## config.mk

```make
export PLATFORM = sky130hd
export DESIGN_NAME = lec_link_enh_ctrl
export DESIGN_NICKNAME = d
export VERILOG_FILES = /design/src/rtl/lec_pkg.sv /design/src/rtl/lec_link_enh_ctrl.sv /design/src/rtl/lec_thresh_cmp.sv
export SDC_FILE = /design/constraint.sdc
export NUM_CORES = 1
export LEC_CHECK = 0
export BUFFER_PORTS_ARGS = -buffer_cell sky130_fd_sc_hd__buf_2
export CORE_AREA = 2 2 60 62
export CTS_CLUSTER_SIZE = 30
export DETAILED_ROUTE_END_ITERATION = 10
export DIE_AREA = 0 0 62 64
export GPL_ROUTABILITY_DRIVEN = 0
export GPL_TIMING_DRIVEN = 0
export PLACE_DENSITY_LB_ADDON = 0.08
export SLEW_MARGIN = 20
export SYNTH_ARGS = -nofsm -noshare
export SYNTH_HDL_FRONTEND = slang
export SYNTH_SLANG_ARGS = --single-unit
```

## constraint.sdc

```tcl
create_clock -name core_clk_i -period 5.6 [get_ports core_clk_i]
set_input_delay 0.28 -clock core_clk_i [delete_from_list [all_inputs] [get_ports core_clk_i]]
set_output_delay 0.28 -clock core_clk_i [all_outputs]
set_load 0.005 [all_outputs]
```

## src/rtl/lec_pkg.sv

```systemverilog
package lec_pkg;

    localparam logic [7:0]  LEC_OFFSET       = 8'hF4;
    localparam logic [31:0] LEC_RESET_VALUE  = 32'h0000_4000;

    localparam int          LEC_BIT_REORDER  = 15;
    localparam int          LEC_BIT_DRAFT    = 14;
    localparam int          LEC_BIT_THR_HI   = 13;
    localparam int          LEC_BIT_THR_LO   = 12;
    localparam int          LEC_BIT_RSVD11   = 11;

    localparam logic [1:0]  LEC_THR_4K       = 2'h0;
    localparam logic [1:0]  LEC_THR_1K7      = 2'h1;
    localparam logic [1:0]  LEC_THR_1K       = 2'h2;
    localparam logic [1:0]  LEC_THR_512      = 2'h3;

    localparam int          LEC_LEVEL_W      = 13;
    localparam logic [12:0] LEC_BYTES_4K     = 13'h1000;
    localparam logic [12:0] LEC_BYTES_1K7    = 13'h06CD;
    localparam logic [12:0] LEC_BYTES_1K     = 13'h0400;
    localparam logic [12:0] LEC_BYTES_512    = 13'h0200;

    typedef enum logic [2:0] {
        LEC_ST_IDLE = 3'h1,
        LEC_ST_FILL = 3'h2,
        LEC_ST_XMIT = 3'h4
    } lec_tx_state_t;

endpackage

```

## src/rtl/lec_link_enh_ctrl.sv

```systemverilog
`timescale 1ns/1ps
module lec_link_enh_ctrl #(
    parameter int LEVEL_W = 13
) (
    input  wire logic               core_clk_i,
    input  wire logic               rst_i,
    // configuration access
    input  wire logic               cfg_wr_i,
    input  wire logic               cfg_rd_i,
    input  wire logic [7:0]         cfg_addr_i,
    input  wire logic [3:0]         cfg_be_i,
    input  wire logic [31:0]        cfg_wdata_i,
    output logic      [31:0]        cfg_rdata_o,
    output logic                    cfg_rvalid_o,
    // serial eeprom preload
    input  wire logic               eeprom_load_i,
    input  wire logic [15:0]        eeprom_data_i,
    // host controller side
    input  wire logic               phy_enhancement_gate_i,
    input  wire logic               link_power_status_clear_i,
    output logic                    link_power_status_clear_o,
    input  wire logic               xfer_bit9_req_i,
    output logic                    xfer_bit9_set_o,
    output logic                    async_tx_reorder_disable_o,
    // asynchronous transmit fifo
    input  wire logic               at_retries_zero_i,
    input  wire logic               pkt_pending_i,
    input  wire logic               pkt_complete_i,
    input  wire logic [LEVEL_W-1:0] fifo_level_i,
    input  wire logic               fifo_empty_i,
    input  wire logic               tx_done_i,
    output logic                    tx_start_o,
    output logic                    underrun_o,
    output logic                    store_forward_o,
    output logic                    tx_busy_o
);

    // stored fields
    logic                  reorder_q;
    logic                  reorder_d;
    logic                  draft_q;
    logic                  draft_d;
    logic [1:0]            thr_q;
    logic [1:0]            thr_d;
    logic                  fallback_q;
    logic                  fallback_d;
    logic [31:0]           rdata_q;
    logic                  rvalid_q;
    logic                  lps_clr_q;
    logic                  bit9_q;
    logic                  start_q;
    logic                  underrun_q;
    lec_pkg::lec_tx_state_t state_q;
    lec_pkg::lec_tx_state_t state_d;

    // decode
    wire        hit_reg    = (cfg_addr_i == lec_pkg::LEC_OFFSET);
    wire        wr_lane1   = cfg_wr_i & hit_reg & cfg_be_i[1];
    wire        rd_hit     = cfg_rd_i & hit_reg;

    // effective enhancement bits
    wire        reorder_eff = reorder_q & phy_enhancement_gate_i;
    wire        draft_eff   = draft_q & phy_enhancement_gate_i;
    wire [1:0]  thr_eff     = phy_enhancement_gate_i ? thr_q : lec_pkg::LEC_THR_4K;

    wire        sf_mode     = (thr_eff == lec_pkg::LEC_THR_4K)
                            | fallback_q
                            | at_retries_zero_i;

    wire        thr_hit;
    wire        go_tx       = pkt_complete_i | (~sf_mode & thr_hit);
    wire        drained     = fifo_empty_i & ~pkt_complete_i;

    // read image: upper half and bit 11 stay zero
    wire [31:0] rd_image    = {16'h0000,
                               reorder_q, draft_q, thr_q,
                               1'b0,
                               11'h000};

    lec_thresh_cmp #(
        .LEVEL_W      (LEVEL_W)
    ) u_thr (
        .thr_sel_i    (thr_eff),
        .fifo_level_i (fifo_level_i),
        .thr_hit_o    (thr_hit)
    );

    // field updates: eeprom preload wins over a same-cycle write
    always_comb begin
        reorder_d = reorder_q;
        draft_d   = draft_q;
        thr_d     = thr_q;
        if (eeprom_load_i) begin
            reorder_d = eeprom_data_i[lec_pkg::LEC_BIT_REORDER];
            draft_d   = eeprom_data_i[lec_pkg::LEC_BIT_DRAFT];
            thr_d     = eeprom_data_i[lec_pkg::LEC_BIT_THR_HI:lec_pkg::LEC_BIT_THR_LO];
        end else if (wr_lane1) begin
            reorder_d = cfg_wdata_i[lec_pkg::LEC_BIT_REORDER];
            draft_d   = cfg_wdata_i[lec_pkg::LEC_BIT_DRAFT];
            thr_d     = cfg_wdata_i[lec_pkg::LEC_BIT_THR_HI:lec_pkg::LEC_BIT_THR_LO];
        end
    end

    // transmit start sequencer
    always_comb begin
        state_d = state_q;
        case (state_q)
            lec_pkg::LEC_ST_IDLE: begin
                if (pkt_pending_i) begin
                    state_d = lec_pkg::LEC_ST_FILL;
                end
            end
            lec_pkg::LEC_ST_FILL: begin
                if (go_tx) begin
                    state_d = lec_pkg::LEC_ST_XMIT;
                end
            end
            lec_pkg::LEC_ST_XMIT: begin
                if (tx_done_i) begin
                    state_d = lec_pkg::LEC_ST_IDLE;
                end else if (drained) begin
                    state_d = lec_pkg::LEC_ST_FILL;
                end
            end
            default: begin
                state_d = lec_pkg::LEC_ST_IDLE;
            end
        endcase
    end

    wire do_start    = (state_q == lec_pkg::LEC_ST_FILL) & go_tx;
    wire do_underrun = (state_q == lec_pkg::LEC_ST_XMIT) & ~tx_done_i & drained;

    // fallback sticks after underrun until software or an eeprom preload rewrites the field
    always_comb begin
        fallback_d = fallback_q;
        if (do_underrun) begin
            fallback_d = 1'b1;
        end else if (wr_lane1 | eeprom_load_i) begin
            fallback_d = 1'b0;
        end
    end

    always_ff @(posedge core_clk_i) begin
        if (rst_i) begin
            reorder_q <= lec_pkg::LEC_RESET_VALUE[lec_pkg::LEC_BIT_REORDER];
            draft_q   <= lec_pkg::LEC_RESET_VALUE[lec_pkg::LEC_BIT_DRAFT];
            thr_q     <= lec_pkg::LEC_RESET_VALUE[lec_pkg::LEC_BIT_THR_HI:lec_pkg::LEC_BIT_THR_LO];
            fallback_q <= 1'b0;
            state_q   <= lec_pkg::LEC_ST_IDLE;
        end else begin
            reorder_q <= reorder_d;
            draft_q   <= draft_d;
            thr_q     <= thr_d;
            fallback_q <= fallback_d;
            state_q   <= state_d;
        end
    end

    // read answer and strobes
    always_ff @(posedge core_clk_i) begin
        if (rst_i) begin
            rdata_q    <= 32'h0000_0000;
            rvalid_q   <= 1'b0;
            lps_clr_q  <= 1'b0;
            bit9_q     <= 1'b0;
            start_q    <= 1'b0;
            underrun_q <= 1'b0;
        end else begin
            rdata_q    <= rd_hit ? rd_image : 32'h0000_0000;
            rvalid_q   <= rd_hit;
            lps_clr_q  <= link_power_status_clear_i & draft_eff;
            bit9_q     <= xfer_bit9_req_i & draft_eff;
            start_q    <= do_start;
            underrun_q <= do_underrun;
        end
    end

    assign cfg_rdata_o                = rdata_q;
    assign cfg_rvalid_o               = rvalid_q;
    assign link_power_status_clear_o  = lps_clr_q;
    assign xfer_bit9_set_o            = bit9_q;
    assign async_tx_reorder_disable_o = reorder_eff;
    assign tx_start_o                 = start_q;
    assign underrun_o                 = underrun_q;
    assign store_forward_o            = sf_mode;
    assign tx_busy_o                  = (state_q == lec_pkg::LEC_ST_XMIT);

endmodule

```

## src/rtl/lec_thresh_cmp.sv

```systemverilog
`timescale 1ns/1ps
module lec_thresh_cmp #(
    parameter int LEVEL_W = 13
) (
    input  wire logic [1:0]         thr_sel_i,
    input  wire logic [LEVEL_W-1:0] fifo_level_i,
    output logic                    thr_hit_o
);

    logic [LEVEL_W-1:0] limit;

    // threshold in bytes per start level code
    assign limit = (thr_sel_i == lec_pkg::LEC_THR_1K7) ? LEVEL_W'(lec_pkg::LEC_BYTES_1K7) :
                   (thr_sel_i == lec_pkg::LEC_THR_1K)  ? LEVEL_W'(lec_pkg::LEC_BYTES_1K)  :
                   (thr_sel_i == lec_pkg::LEC_THR_512) ? LEVEL_W'(lec_pkg::LEC_BYTES_512) :
                                                         LEVEL_W'(lec_pkg::LEC_BYTES_4K);

    assign thr_hit_o = (fifo_level_i >= limit);

endmodule

```

# After elaboration in Yosys (flattened, before gate mapping)
# Index checks and enable logic that the tools add are counted.
# totals
inputBits	86
out_inout_bits	40
word_cells	65
register_bits	45
# op_classes
n_mux	17
bitwise_logic	20
order_cmp	1
n_reduce_logical	5
eq_ne	10
# op_table
operator	count
$mux W13	3
$ge A13 B13 Y1	1
$and A1 B1 Y1	12
$mux W3	4
$pmux W3 S3	1
$eq A8 B8 Y1 const B	1
$mux W1	6
$mux W2	3
$eq A2 B2 Y1 const B	2
$ne A2 B2 Y1 const B	2
$not A1 Y1	4
$or A1 B1 Y1	4
$reduce_bool A2 Y1	2
$eq A3 B1 Y1 const B	1
$eq A3 B2 Y1 const B	1
$eq A3 B3 Y1 const B	1
$ne A3 B2 Y1 const B	1
$reduce_and A3 Y1	1
$eq A2 B1 Y1 const B	1
$logic_not A2 Y1	1
$reduce_or A2 Y1	1

# Longest topological paths before layout
# Gate-level depths: netlist of run 1.
# depth
word_depth	10
mapped_depth	9
ltp_nobuf	9

# Hierarchy
# From an unflattened synthesis of run 1, not the netlist that was laid out.
# unflattened
hier_cells	136
area_unflattened_um2	1256.2
# modules_own_cells
mod	cells_per_inst	n_inst	area_each_um2	seq_area_each_um2
lec_link_enh_ctrl	105	1	1016.0	340.3
lec_thresh_cmp	31	1	240.2	0.0

# Worst setup path before layout of run 1
# OpenSTA, ideal clock, no wires.
# synth_path
path_kind	reg-to-reg
start	register thr_q[0]
end	register state_q[2]
t_required_ns	5.497
stages_incl_launch_ff	10
arrival_time_ns	1.785
slack_ns	3.711
setup_time_ns	0.103
path_buffers	0
period_less_slack_ns	1.889
path_cell_list	dfxtp_1 > nand2_1 > inv_1 > ha_1 > inv_1 > ha_1 > o311ai_0 > a21oi_1 > a21oi_1 > a2111oi_2
# synth_between
elab_chain_cells	10
word_cells_on_any_way	16
cone_classes	order compare (1); eq/ne (4); mux (4); bitwise (5); reduce/logical (2)
# synth_lines
item	line	text
start: declaration	lec_link_enh_ctrl.sv:43	logic [1:0] thr_q;
start signal: assignment	lec_link_enh_ctrl.sv:148	thr_q <= lec_pkg::LEC_RESET_VALUE[lec_pkg::LEC_BIT_THR_HI:lec_pkg::LEC_BIT_THR_LO];
start signal: assignment	lec_link_enh_ctrl.sv:154	thr_q <= thr_d;
$mux W2 *	lec_link_enh_ctrl.sv:64	wire [1:0] thr_eff = phy_enhancement_gate_i ? thr_q : lec_pkg::LEC_THR_4K;
$eq A2 B2 Y1	lec_thresh_cmp.sv:15	(thr_sel_i == lec_pkg::LEC_THR_512) ? LEVEL_W'(lec_pkg::LEC_BYTES_512) :
$mux W13	lec_thresh_cmp.sv:15	
$mux W13	lec_thresh_cmp.sv:14	(thr_sel_i == lec_pkg::LEC_THR_1K) ? LEVEL_W'(lec_pkg::LEC_BYTES_1K) :
$mux W13	lec_thresh_cmp.sv:13	assign limit = (thr_sel_i == lec_pkg::LEC_THR_1K7) ? LEVEL_W'(lec_pkg::LEC_BYTES_1K7) :
$ge A13 B13 Y1	lec_thresh_cmp.sv:18	assign thr_hit_o = (fifo_level_i >= limit);
$and A1 B1 Y1 *	lec_link_enh_ctrl.sv:71	wire go_tx = pkt_complete_i | (~sf_mode & thr_hit);
$or A1 B1 Y1 *	lec_link_enh_ctrl.sv:71	
$ne A2 B2 Y1 (no source line) *	n/a	
$reduce_and A3 Y1 (no source line) *	n/a	
end signal: assignment	lec_link_enh_ctrl.sv:150	state_q <= lec_pkg::LEC_ST_IDLE;
end signal: assignment	lec_link_enh_ctrl.sv:156	state_q <= state_d;
end: declaration	lec_link_enh_ctrl.sv:53	lec_pkg::lec_tx_state_t state_q;
# Every way passes the cells marked *; elsewhere a longest branch is shown, timed or not.
# A chain may end at the register's enable or synchronous reset.

# Worst setup path in the final report of run 1
# layout_path
start	register thr_q[0]
end	register state_q[1]
# The elaborated chain is that of the path after synthesis.

==> impl_metrics.env, run 1 <==
export IMPL_slew_viol_final=0
export IMPL_final_cell_mix="buf_2, buf_4, conb_1"
export IMPL_fillers=311
export IMPL_syn_area_um2=1215
export IMPL_end_kind="register"
export IMPL_antenna_found_initial=0
export IMPL_synth_top_family_by_area="buffers and inverters"
export IMPL_rsz0062_at_grt="false"
export IMPL_ys_seq_area_share_pct=28.01
export IMPL_fin_crit_sh_pct=38.77
export IMPL_core_area_um2=3284
export IMPL_grt_met2_usage_pct=23.31
export IMPL_cp_start_kind="register"
export IMPL_cts_root_buffer="clkbuf_4"
export IMPL_route_antenna_remaining_nets=0
export IMPL_crit_fanout=6
export IMPL_ys_ff_latch=17
export IMPL_required_ps=5850
export IMPL_diodes=0
export IMPL_grt_pass1_vias=1011
export IMPL_power_density_nw_per_um2=159.2
export IMPL_clock_sinks=17
export IMPL_period_needed_ps=2171
export IMPL_max_freq_mhz=460.6
export IMPL_io_buffers=53
export IMPL_hpwl_mm=2.218
export IMPL_dieArea_um2=3968
export IMPL_synth_edff_count=0
export IMPL_final_common_cell="buf_2"
export IMPL_crit_chain="nand2_1 -> inv_1 -> ha_1 -> inv_1 -> ha_1 -> a311oi_1 -> o21ai_0 -> a21oi_1 -> a31o_2"
export IMPL_synth_cell_types=39
export IMPL_fin_cells=269
export IMPL_firstDrtPassIters=4
export IMPL_use_met1_pct=15.37
export IMPL_area_growth_pct=37.18
export IMPL_worst_path_max_delay_cell="dfxtp_1"
export IMPL_seq_area_um2=340.3
export IMPL_cts_hold_buf=0
export IMPL_hold_violations=0
export IMPL_met3_usage_pct=1.822
export IMPL_synthSimpleGateAreaFrac_pct=19.57
export IMPL_fin_tns_setup_ps=0
export IMPL_peakVddDrop_mv=0.05584
export IMPL_multi_input_area_um2=710.7
export IMPL_synth_xor_area_share_pct=1.442
export IMPL_die_height_um=64
export IMPL_track_usage_pct=13.28
export IMPL_synth_compound_area_share_pct=12.56
export IMPL_via_count=1115
export IMPL_finClkSkew_ps=0.5377
export IMPL_wl_per_cell_um=9.532
export IMPL_synthCells=139
export IMPL_fp_dieW_um=62
export IMPL_fp_row_count=21
export IMPL_synthFlopType="dfxtp_1"
export IMPL_postCtsResizedCells=0
export IMPL_yosys_warnings=0
export IMPL_crit_arrival_ps=2420
export IMPL_worstMarginPinSlew_ps=680.8
export IMPL_cap_viol_max_count=0
export IMPL_htree_num_levels=1
export IMPL_cpPeakStageDelay_ps=370
export IMPL_grt_pass1_wl_mm=4.022
export IMPL_async_flop_share_pct=0
export IMPL_setup_viol=0
export IMPL_min_path_type="primary input to register"
export IMPL_drive_above_1_share_pct=43.50
export IMPL_pin_count=126
export IMPL_maxSlewHeadroom_pct=54.40
export IMPL_clockBufferDepth=2
export IMPL_grt_overflow=0
export IMPL_cts_setup_buffers=0
export IMPL_power_static_leakage_nw=0.8992
export IMPL_clkTransAtPathRegs_ps=100
export IMPL_syn_area_per_cell_um2=8.740
export IMPL_drt_total_wl_mm=2.564
export IMPL_grt_max_degree=11
export IMPL_top_usage_layer="met2"
export IMPL_drc=0
export IMPL_synth_mux_area_share_pct=7.003
export IMPL_worstSetupPathType="register to register"
export IMPL_layout_nets=319
export IMPL_dr_first_iter_drc_count=51
export IMPL_cts_buffers=3
export IMPL_initial_core_util_pct=36.99
export IMPL_worstSkewPairLatency_ps=290
export IMPL_tritoncts="built"
export IMPL_post_place_cells=265
export IMPL_viasPerCell=4.145
export IMPL_run_status="finished clean"
export IMPL_synth_adder_area_share_pct=9.269
cell usage after synthesis, drive strengths merged (2+ instances only):
cell / number / share of area, %
buf: 29 / 18
dfxtp: 17 / 28
ha: 9 / 9.3
inv: 9 / 2.8
a21oi: 8 / 3.3
nor2: 8 / 2.5
and2: 6 / 3.2
nand2: 5 / 1.5
nor3: 5 / 2.1
o21ai: 5 / 2.1
mux2: 4 / 3.7
mux2i: 4 / 3.3
nand2b: 3 / 2.2
a311oi: 2 / 1.4
a31o: 2 / 1.4
a31oi: 2 / 1.0
and2b: 2 / 1.4
and4: 2 / 1.4
xnor2: 2 / 1.4
report_power, final:
| group | switching, W | total [W] | internal [W] |
|---|---|---|---|
| clock network | 0.0000395 | 0.0000661 | 0.0000266 |
| logic | 0.0000311 | 0.0000720 | 0.0000408 |
| registers | 0.00000251 | 0.000127 | 0.000125 |
| total | 0.0000732 | 0.000265 | 0.000192 |
worst max-delay path: cells and delay by family, from the launching register on:
kind            cells  cell delay (ps)
compound gates      4              850
simple gates        1               80
buf+inv             2              200
flops               1              370
fa+ha+maj           2              630
layer usage:
metal | share of wire [%] | up-vias | wire length, µm
met2 | 51 | 41 | 1303
met5 | 0 | - | 0
li1 | - | 595 | -
met3 | 6.6 | 5 | 168
met1 | 41 | 474 | 1041
met4 | 2.0 | 0 | 50
stage by stage:
step	hold WS (ps)	setup slack [ps]	instance area (µm²)	total power, W	utilization [%]
after floorplan	416.5	3711	1316	0.0001777	-
after global placement	458.4	3420	1639	0.0001994	49.90
after detailed placement	473.5	3347	1639	0.0002016	49.90
after CTS	240.3	3409	1667	0.0002675	50.74
after global routing	242.2	3196	1667	0.0002829	50.74
final	244.3	3429	1667	0.0002653	50.74
sequential cells by signal, indices dropped and copies added (netlist names):
signal / cells
link_power_status_clear_o: 1
fallback_q: 1
underrun_o: 1
reorder_q: 1
tx_start_o: 1
state_q: 3
thr_q: 2
cfg_rvalid_o: 1
draft_q: 1
cfg_rdata_o: 4
xfer_bit9_set_o: 1
area by class of cell:
class / count / share of cell area [%]
clock inverters: 1 / 0.3003
multi-input cells: 110 / 42.64
well taps: 46 / 3.453
clock buffers: 3 / 1.351
repair buffers: 53 / 15.92
flip-flops and latches: 17 / 20.42
inverters: 9 / 2.027
plain buffers: 30 / 13.89
path summary, 6_finish.rpt:
| path | start | endpoint | slack, ps | cells past startpoint |
|---|---|---|---|---|
| setup / recovery | thr_q[0] | state_q[1] | 3430 | 9 |
| hold / removal | xfer_bit9_req_i | xfer_bit9_set_o | 240 | 2 |
| setup reg to reg | thr_q[0] | state_q[1] | 3430 | 9 |
| hold reg to reg | thr_q[1] | cfg_rdata_o[13] | 490 | 1 |
kinds of logic after synthesis:
| kind of cell | Yosys count |
|---|---|
| adder cells (fa/ha/maj) | 9 |
| flip-flops | 17 |
| buffers and inverters | 39 |
| other | 1 |
| AO/OA/AOI/OAI | 23 |
| AND/OR/NAND/NOR | 40 |
| multiplexers | 8 |
| XOR/XNOR | 2 |
(Power assumes the default switching activity.)
==> run 2: changes to the inputs <==
- CORE_AREA: 2 2 60 62 -> 2 2 65 67
- DIE_AREA: 0 0 62 64 -> 0 0 67 69
- clock period: 5.6 -> 1.75 ns (I/O delays scaled with it)
==> run 2 against run 1 <==
Against the previous run:
- the run now ends with setup timing left
- wire length grew 12%
- combinational power grew to 3.9 times the previous value
- highest routed layer unchanged
- worst setup slack lost 3500 ps
==> impl_metrics.env, run 2 (same netlist as run 1, synthesis figures left out) <==
export IMPL_whs_ps=99.13
export IMPL_fillers=398
export IMPL_via_count=1180
export IMPL_cp_start_kind="register"
export IMPL_finClkSkew_ps=2.975
export IMPL_dieArea_um2=4623
export IMPL_min_path_type="primary input to register"
export IMPL_final_core_utilization_pct=47.89
export IMPL_grt_pass1_wl_mm=4.719
export IMPL_post_place_cells=269
export IMPL_run_status="complete, but fails checks"
export IMPL_route_antenna_remaining_nets=0
export IMPL_die_height_um=69
export IMPL_wl_per_cell_um=10.36
export IMPL_cap_viol_max_count=0
export IMPL_cpPeakStageDelay_ps=340
export IMPL_crit_fanout=4
export IMPL_grt_max_degree=12
export IMPL_drt_total_wl_mm=2.880
export IMPL_fin_tns_setup_ps=-217.2
export IMPL_dr_first_iter_drc_count=70
export IMPL_viasPerCell=4.245
export IMPL_cts_root_buffer="clkbuf_8"
export IMPL_cts_hold_buf=0
export IMPL_slew_viol_final=0
export IMPL_final_cell_area_um2=1874
export IMPL_power_switching_w=0.0002668
export IMPL_required_ps=1950
export IMPL_clkTransAtPathRegs_ps=70
export IMPL_tritoncts="built"
export IMPL_period_needed_ps=1843
export IMPL_crit_buf_inv=2
export IMPL_power_density_nw_per_um2=525.2
export IMPL_largest_reg_flops=4
export IMPL_track_usage_pct=12.85
export IMPL_worstSkewPairLatency_ps=250
export IMPL_maxSlewHeadroom_pct=53.77
export IMPL_multi_input_area_um2=849.6
export IMPL_antenna_found_initial=0
export IMPL_pwr_share_clk_pct=29.7
export IMPL_max_freq_mhz=542.6
export IMPL_htree_num_levels=1
export IMPL_pin_count=126
export IMPL_seq_area_um2=342.8
export IMPL_fin_cells=278
export IMPL_power_static_leakage_nw=0.9537
export IMPL_firstDrtPassIters=4
export IMPL_final_common_cell="buf_2"
export IMPL_crit_arrival_ps=2040
export IMPL_hold_violations=0
export IMPL_violations="setup timing"
export IMPL_p_comb_share_pct=28.7
export IMPL_drive_above_1_share_pct=52.63
export IMPL_setup_viol=3
export IMPL_internal_power_w=0.0007177
export IMPL_layout_nets=324
export IMPL_placed_area_um2=1697
export IMPL_grt_overflow=0
export IMPL_io_buffers=53
export IMPL_core_area_um2=3914
export IMPL_worstSetupPathType="register to register"
export IMPL_final_cell_mix="buf_2, buf_4, conb_1"
export IMPL_initial_core_util_pct=31.04
export IMPL_worstMarginPinSlew_ps=690.2
export IMPL_peakVddDrop_mv=0.2248
export IMPL_finalWorstSetupSlack_ps=-93.03
export IMPL_crit_chain="nand2_4 -> inv_4 -> ha_4 -> inv_1 -> ha_4 -> a311oi_1 -> a21oi_2 -> a21oi_2 -> a31o_2"
export IMPL_fp_row_count=23
export IMPL_cp_top_family="compound AO/OA/AOI/OAI gates"
export IMPL_diodes=0
export IMPL_clock_sinks=17
export IMPL_rsz0062_at_grt="true"
export IMPL_hpwl_mm=2.376
export IMPL_p_sw_share_pct=27.10
export IMPL_clockBufferDepth=2
export IMPL_worst_path_max_delay_cell="dfxtp_2"
export IMPL_cts_buffers=3
export IMPL_end_kind="register"
export IMPL_grt_pass1_vias=1121
export IMPL_fin_crit_sh_pct=105.3
export IMPL_area_growth_pct=54.27
export IMPL_fp_dieW_um=67
export IMPL_seqPwrFrac_pct=41.6
export IMPL_drc=0
==> run 2: cell count changes in the layout (fill, tap and decap cells not counted), sizes merged <==
| cell | change |
|---|---|
| clkinv | -1 |
| clkinvlp | +1 |
| buf | +5 |
==> run 2: cell type report <==
cell class                      instances  share of cell area (%)
Buffer                                 30                   12.35
Clock buffer                            3                   2.203
Clock inverter                          1                  0.4005
Inverter                                9                   1.936
Multi-Input combinational cell        110                   45.33
Sequential cell                        17                   18.29
Tap cell                               50                   3.338
Timing Repair Buffer                   58                   16.15
==> run 2: worst reg2reg max path, stage by stage (launching register included) <==
cell and delay (ps):
dfxtp_2 340, nand2_4 80, inv_4 50, ha_4 160, inv_1 130, ha_4 220
a311oi_1 290, a21oi_2 120, a21oi_2 220, a31o_2 170
==> run 2: metrics by stage <==
stage          total power (W)  setup slack, ps
2_1_floorplan        0.0005811            2.990
3_3_place_gp         0.0006533           -143.0
3_5_place_dp         0.0006617           -175.9
4_1_cts              0.0009754           -119.6
5_1_grt               0.001052           -163.1
6_report             0.0009845           -93.03
==> run 2: timing repair <==
| item | 4_1_cts | 5_1_grt |
|---|---|---|
| gates resized for setup | 10 | 6 |
| pin swaps | 10 | 5 |
| buffers inserted | 4 | 1 |
| setup endpoints to repair | 3 | 3 |
==> run 2: path summary, 6_finish.rpt <==
kind                   startpoint  cells past startpoint               to  slack (ps)
hold reg to reg        fallback_q                      1       fallback_q         510
setup / recovery         thr_q[0]                      9       state_q[1]         -90
setup reg to reg         thr_q[0]                      9       state_q[1]         -90
hold / removal    xfer_bit9_req_i                      2  xfer_bit9_set_o         100
==> run 2: layer usage <==
metal / share of wire, % / GRT usage, % / up-vias
li1: - / - / 599
met1: 39 / 15.31 / 522
met2: 51 / 22.77 / 57
met3: 9.3 / 2.610 / 2
met4: 0.73 / 3.401 / 0
met5: 0 / 0 / -
==> run 2: power by group through the flow <==
stage	registers (W)	logic (W)	clock network, W
floorplan	0.000415	0.000166	0
global placement	0.000417	0.000236	0
detailed placement	0.000418	0.000244	0
CTS	0.000409	0.000263	0.000303
global route	0.000412	0.000315	0.000326
finish	0.000409	0.000282	0.000293
==> run 3: changes to the inputs <==
- RECOVER_POWER: default -> 100
==> run 3 against run 2 <==
Against the previous run:
- the flow still finishes with violations (setup timing)
- combinational power hardly changed
- first-iteration DRC count is 21% higher
- wire length is 0.52% lower
- count of clock-buffer cells in the layout stayed put
- cell area is 0.33% lower
- sequential share of layout area is 0.061 points higher
- via count is 1.0% lower
- worst setup slack worse by 2.0 ps
- critical path type unchanged
==> impl_metrics.env, run 3 (same netlist as run 1, synthesis figures left out) <==
export IMPL_run_status="complete, but fails checks"
export IMPL_violations="setup timing"
export IMPL_pin_count=126
export IMPL_fp_row_count=23
export IMPL_crit_arrival_ps=2040
export IMPL_cp_start_kind="register"
export IMPL_dr_first_iter_drc_count=85
export IMPL_cts_hold_buf=0
export IMPL_firstDrtPassIters=4
export IMPL_finalWorstSetupSlack_ps=-95.07
export IMPL_core_area_um2=3914
export IMPL_viasPerCell=4.201
export IMPL_seq_area_um2=342.8
export IMPL_cts_root_buffer="clkbuf_8"
export IMPL_drc=0
export IMPL_rsz0062_at_grt="true"
export IMPL_io_buffers=53
export IMPL_maxSlewHeadroom_pct=54.31
export IMPL_grt_max_degree=12
export IMPL_end_kind="register"
export IMPL_grt_pass1_vias=1121
export IMPL_final_core_utilization_pct=47.73
export IMPL_power_density_nw_per_um2=527.1
export IMPL_via_count=1168
export IMPL_worstSkewPairLatency_ps=250
export IMPL_hpwl_mm=2.376
export IMPL_min_path_type="primary input to register"
export IMPL_wl_per_cell_um=10.31
export IMPL_required_ps=1950
export IMPL_cap_viol_max_count=0
export IMPL_finClkSkew_ps=2.706
export IMPL_dieArea_um2=4623
export IMPL_area_growth_pct=53.76
export IMPL_htree_num_levels=1
export IMPL_diodes=0
export IMPL_initial_core_util_pct=31.04
export IMPL_grt_overflow=0
export IMPL_final_common_cell="buf_2"
export IMPL_worst_path_max_delay_cell="dfxtp_2"
export IMPL_max_freq_mhz=542.0
export IMPL_track_usage_pct=12.85
export IMPL_clockBufferDepth=2
export IMPL_placed_area_um2=1697
export IMPL_largest_reg_flops=4
export IMPL_peakVddDrop_mv=0.2252
export IMPL_cpPeakStageDelay_ps=340
export IMPL_clkTransAtPathRegs_ps=70
export IMPL_fin_crit_sh_pct=105.4
export IMPL_setup_viol=3
export IMPL_final_cell_mix="buf_2, buf_4, conb_1"
export IMPL_worstSetupPathType="register to register"
export IMPL_tritoncts="built"
export IMPL_layout_nets=324
export IMPL_cts_buffers=3
export IMPL_crit_chain="nand2_4 -> inv_4 -> ha_4 -> inv_1 -> ha_4 -> a311oi_1 -> a21oi_2 -> a21oi_2 -> a31o_2"
export IMPL_period_needed_ps=1845
export IMPL_slew_viol_final=0
export IMPL_antenna_found_initial=0
export IMPL_drive_above_1_share_pct=50.44
export IMPL_fillers=400
export IMPL_clock_sinks=17
export IMPL_route_antenna_remaining_nets=0
export IMPL_power_static_leakage_nw=0.9319
export IMPL_hold_violations=0
export IMPL_die_height_um=69
export IMPL_drt_total_wl_mm=2.865
export IMPL_worstMarginPinSlew_ps=682.2
export IMPL_final_cell_area_um2=1868
export IMPL_grt_pass1_wl_mm=4.719
export IMPL_fp_dieW_um=67
export IMPL_crit_fanout=4
export IMPL_multi_input_area_um2=849.6
[run 3: through the flow]
step	instances	total power, W	setup slack (ps)	hold slack, ps	TNS, ps
3_5_place_dp	269	0.0006617	-175.9	357.9	-406.9
4_1_cts	277	0.0009754	-119.6	93.28	-207.9
3_3_place_gp	269	0.0006533	-143.0	364.2	-325.7
5_1_grt	278	0.001052	-163.1	123.9	-467.0
6_report	278	0.0009846	-95.07	98.92	-223.5
2_1_floorplan	166	0.0005811	2.990	224.0	0
[run 3: path summary, 6_finish.rpt]
path | from | end | slack [ps] | cells after the start
worst max-delay path | thr_q[0] | state_q[1] | -100 | 9
worst min-delay path | xfer_bit9_req_i | xfer_bit9_set_o | 100 | 2
worst max register to register | thr_q[0] | state_q[1] | -100 | 9
worst min register to register | fallback_q | fallback_q | 510 | 1
[run 3: area by class of cell]
cell class / instances / share of cell area (%)
clock inverters: 1 / 0.4019
repair buffers: 58 / 15.87
plain buffers: 30 / 12.39
clock buffers: 3 / 2.210
flip-flops and latches: 17 / 18.35
multi-input cells: 110 / 45.48
well taps: 50 / 3.349
inverters: 9 / 1.942
[run 3: repair_timing]
item / in CTS / in global routing
setup buffers: 4 / 1
endpoints found under the setup margin: 3 / 3
pin swaps: 10 / 5
gates resized for setup: 10 / 6
[run 3: layer usage]
layer / wire (µm) / vias up / share of wire (%) / GRT usage, %
met1: 1157 / 514 / 40 / 15.31
met4: 21 / 0 / 0.73 / 3.401
met2: 1442 / 53 / 50 / 22.77
met3: 244 / 2 / 8.5 / 2.610
li1: - / 599 / - / -
met5: 0 / - / 0 / 0
[run 3: report_power, final]
part	total [W]	switching [W]	leakage (nW)	internal [W]
registers	0.000409	0.00000964	0.139	0.000400
clock network	0.000294	0.000134	0.0217	0.000160
logic	0.000281	0.000124	0.771	0.000158
[run 3: critical path: cells and delay by family, from the launching register on]
family          cells  cell delay [ps]
compound gates      4              800
fa+ha+maj           2              380
flops               1              340
simple gates        1               80
buf+inv             2              180
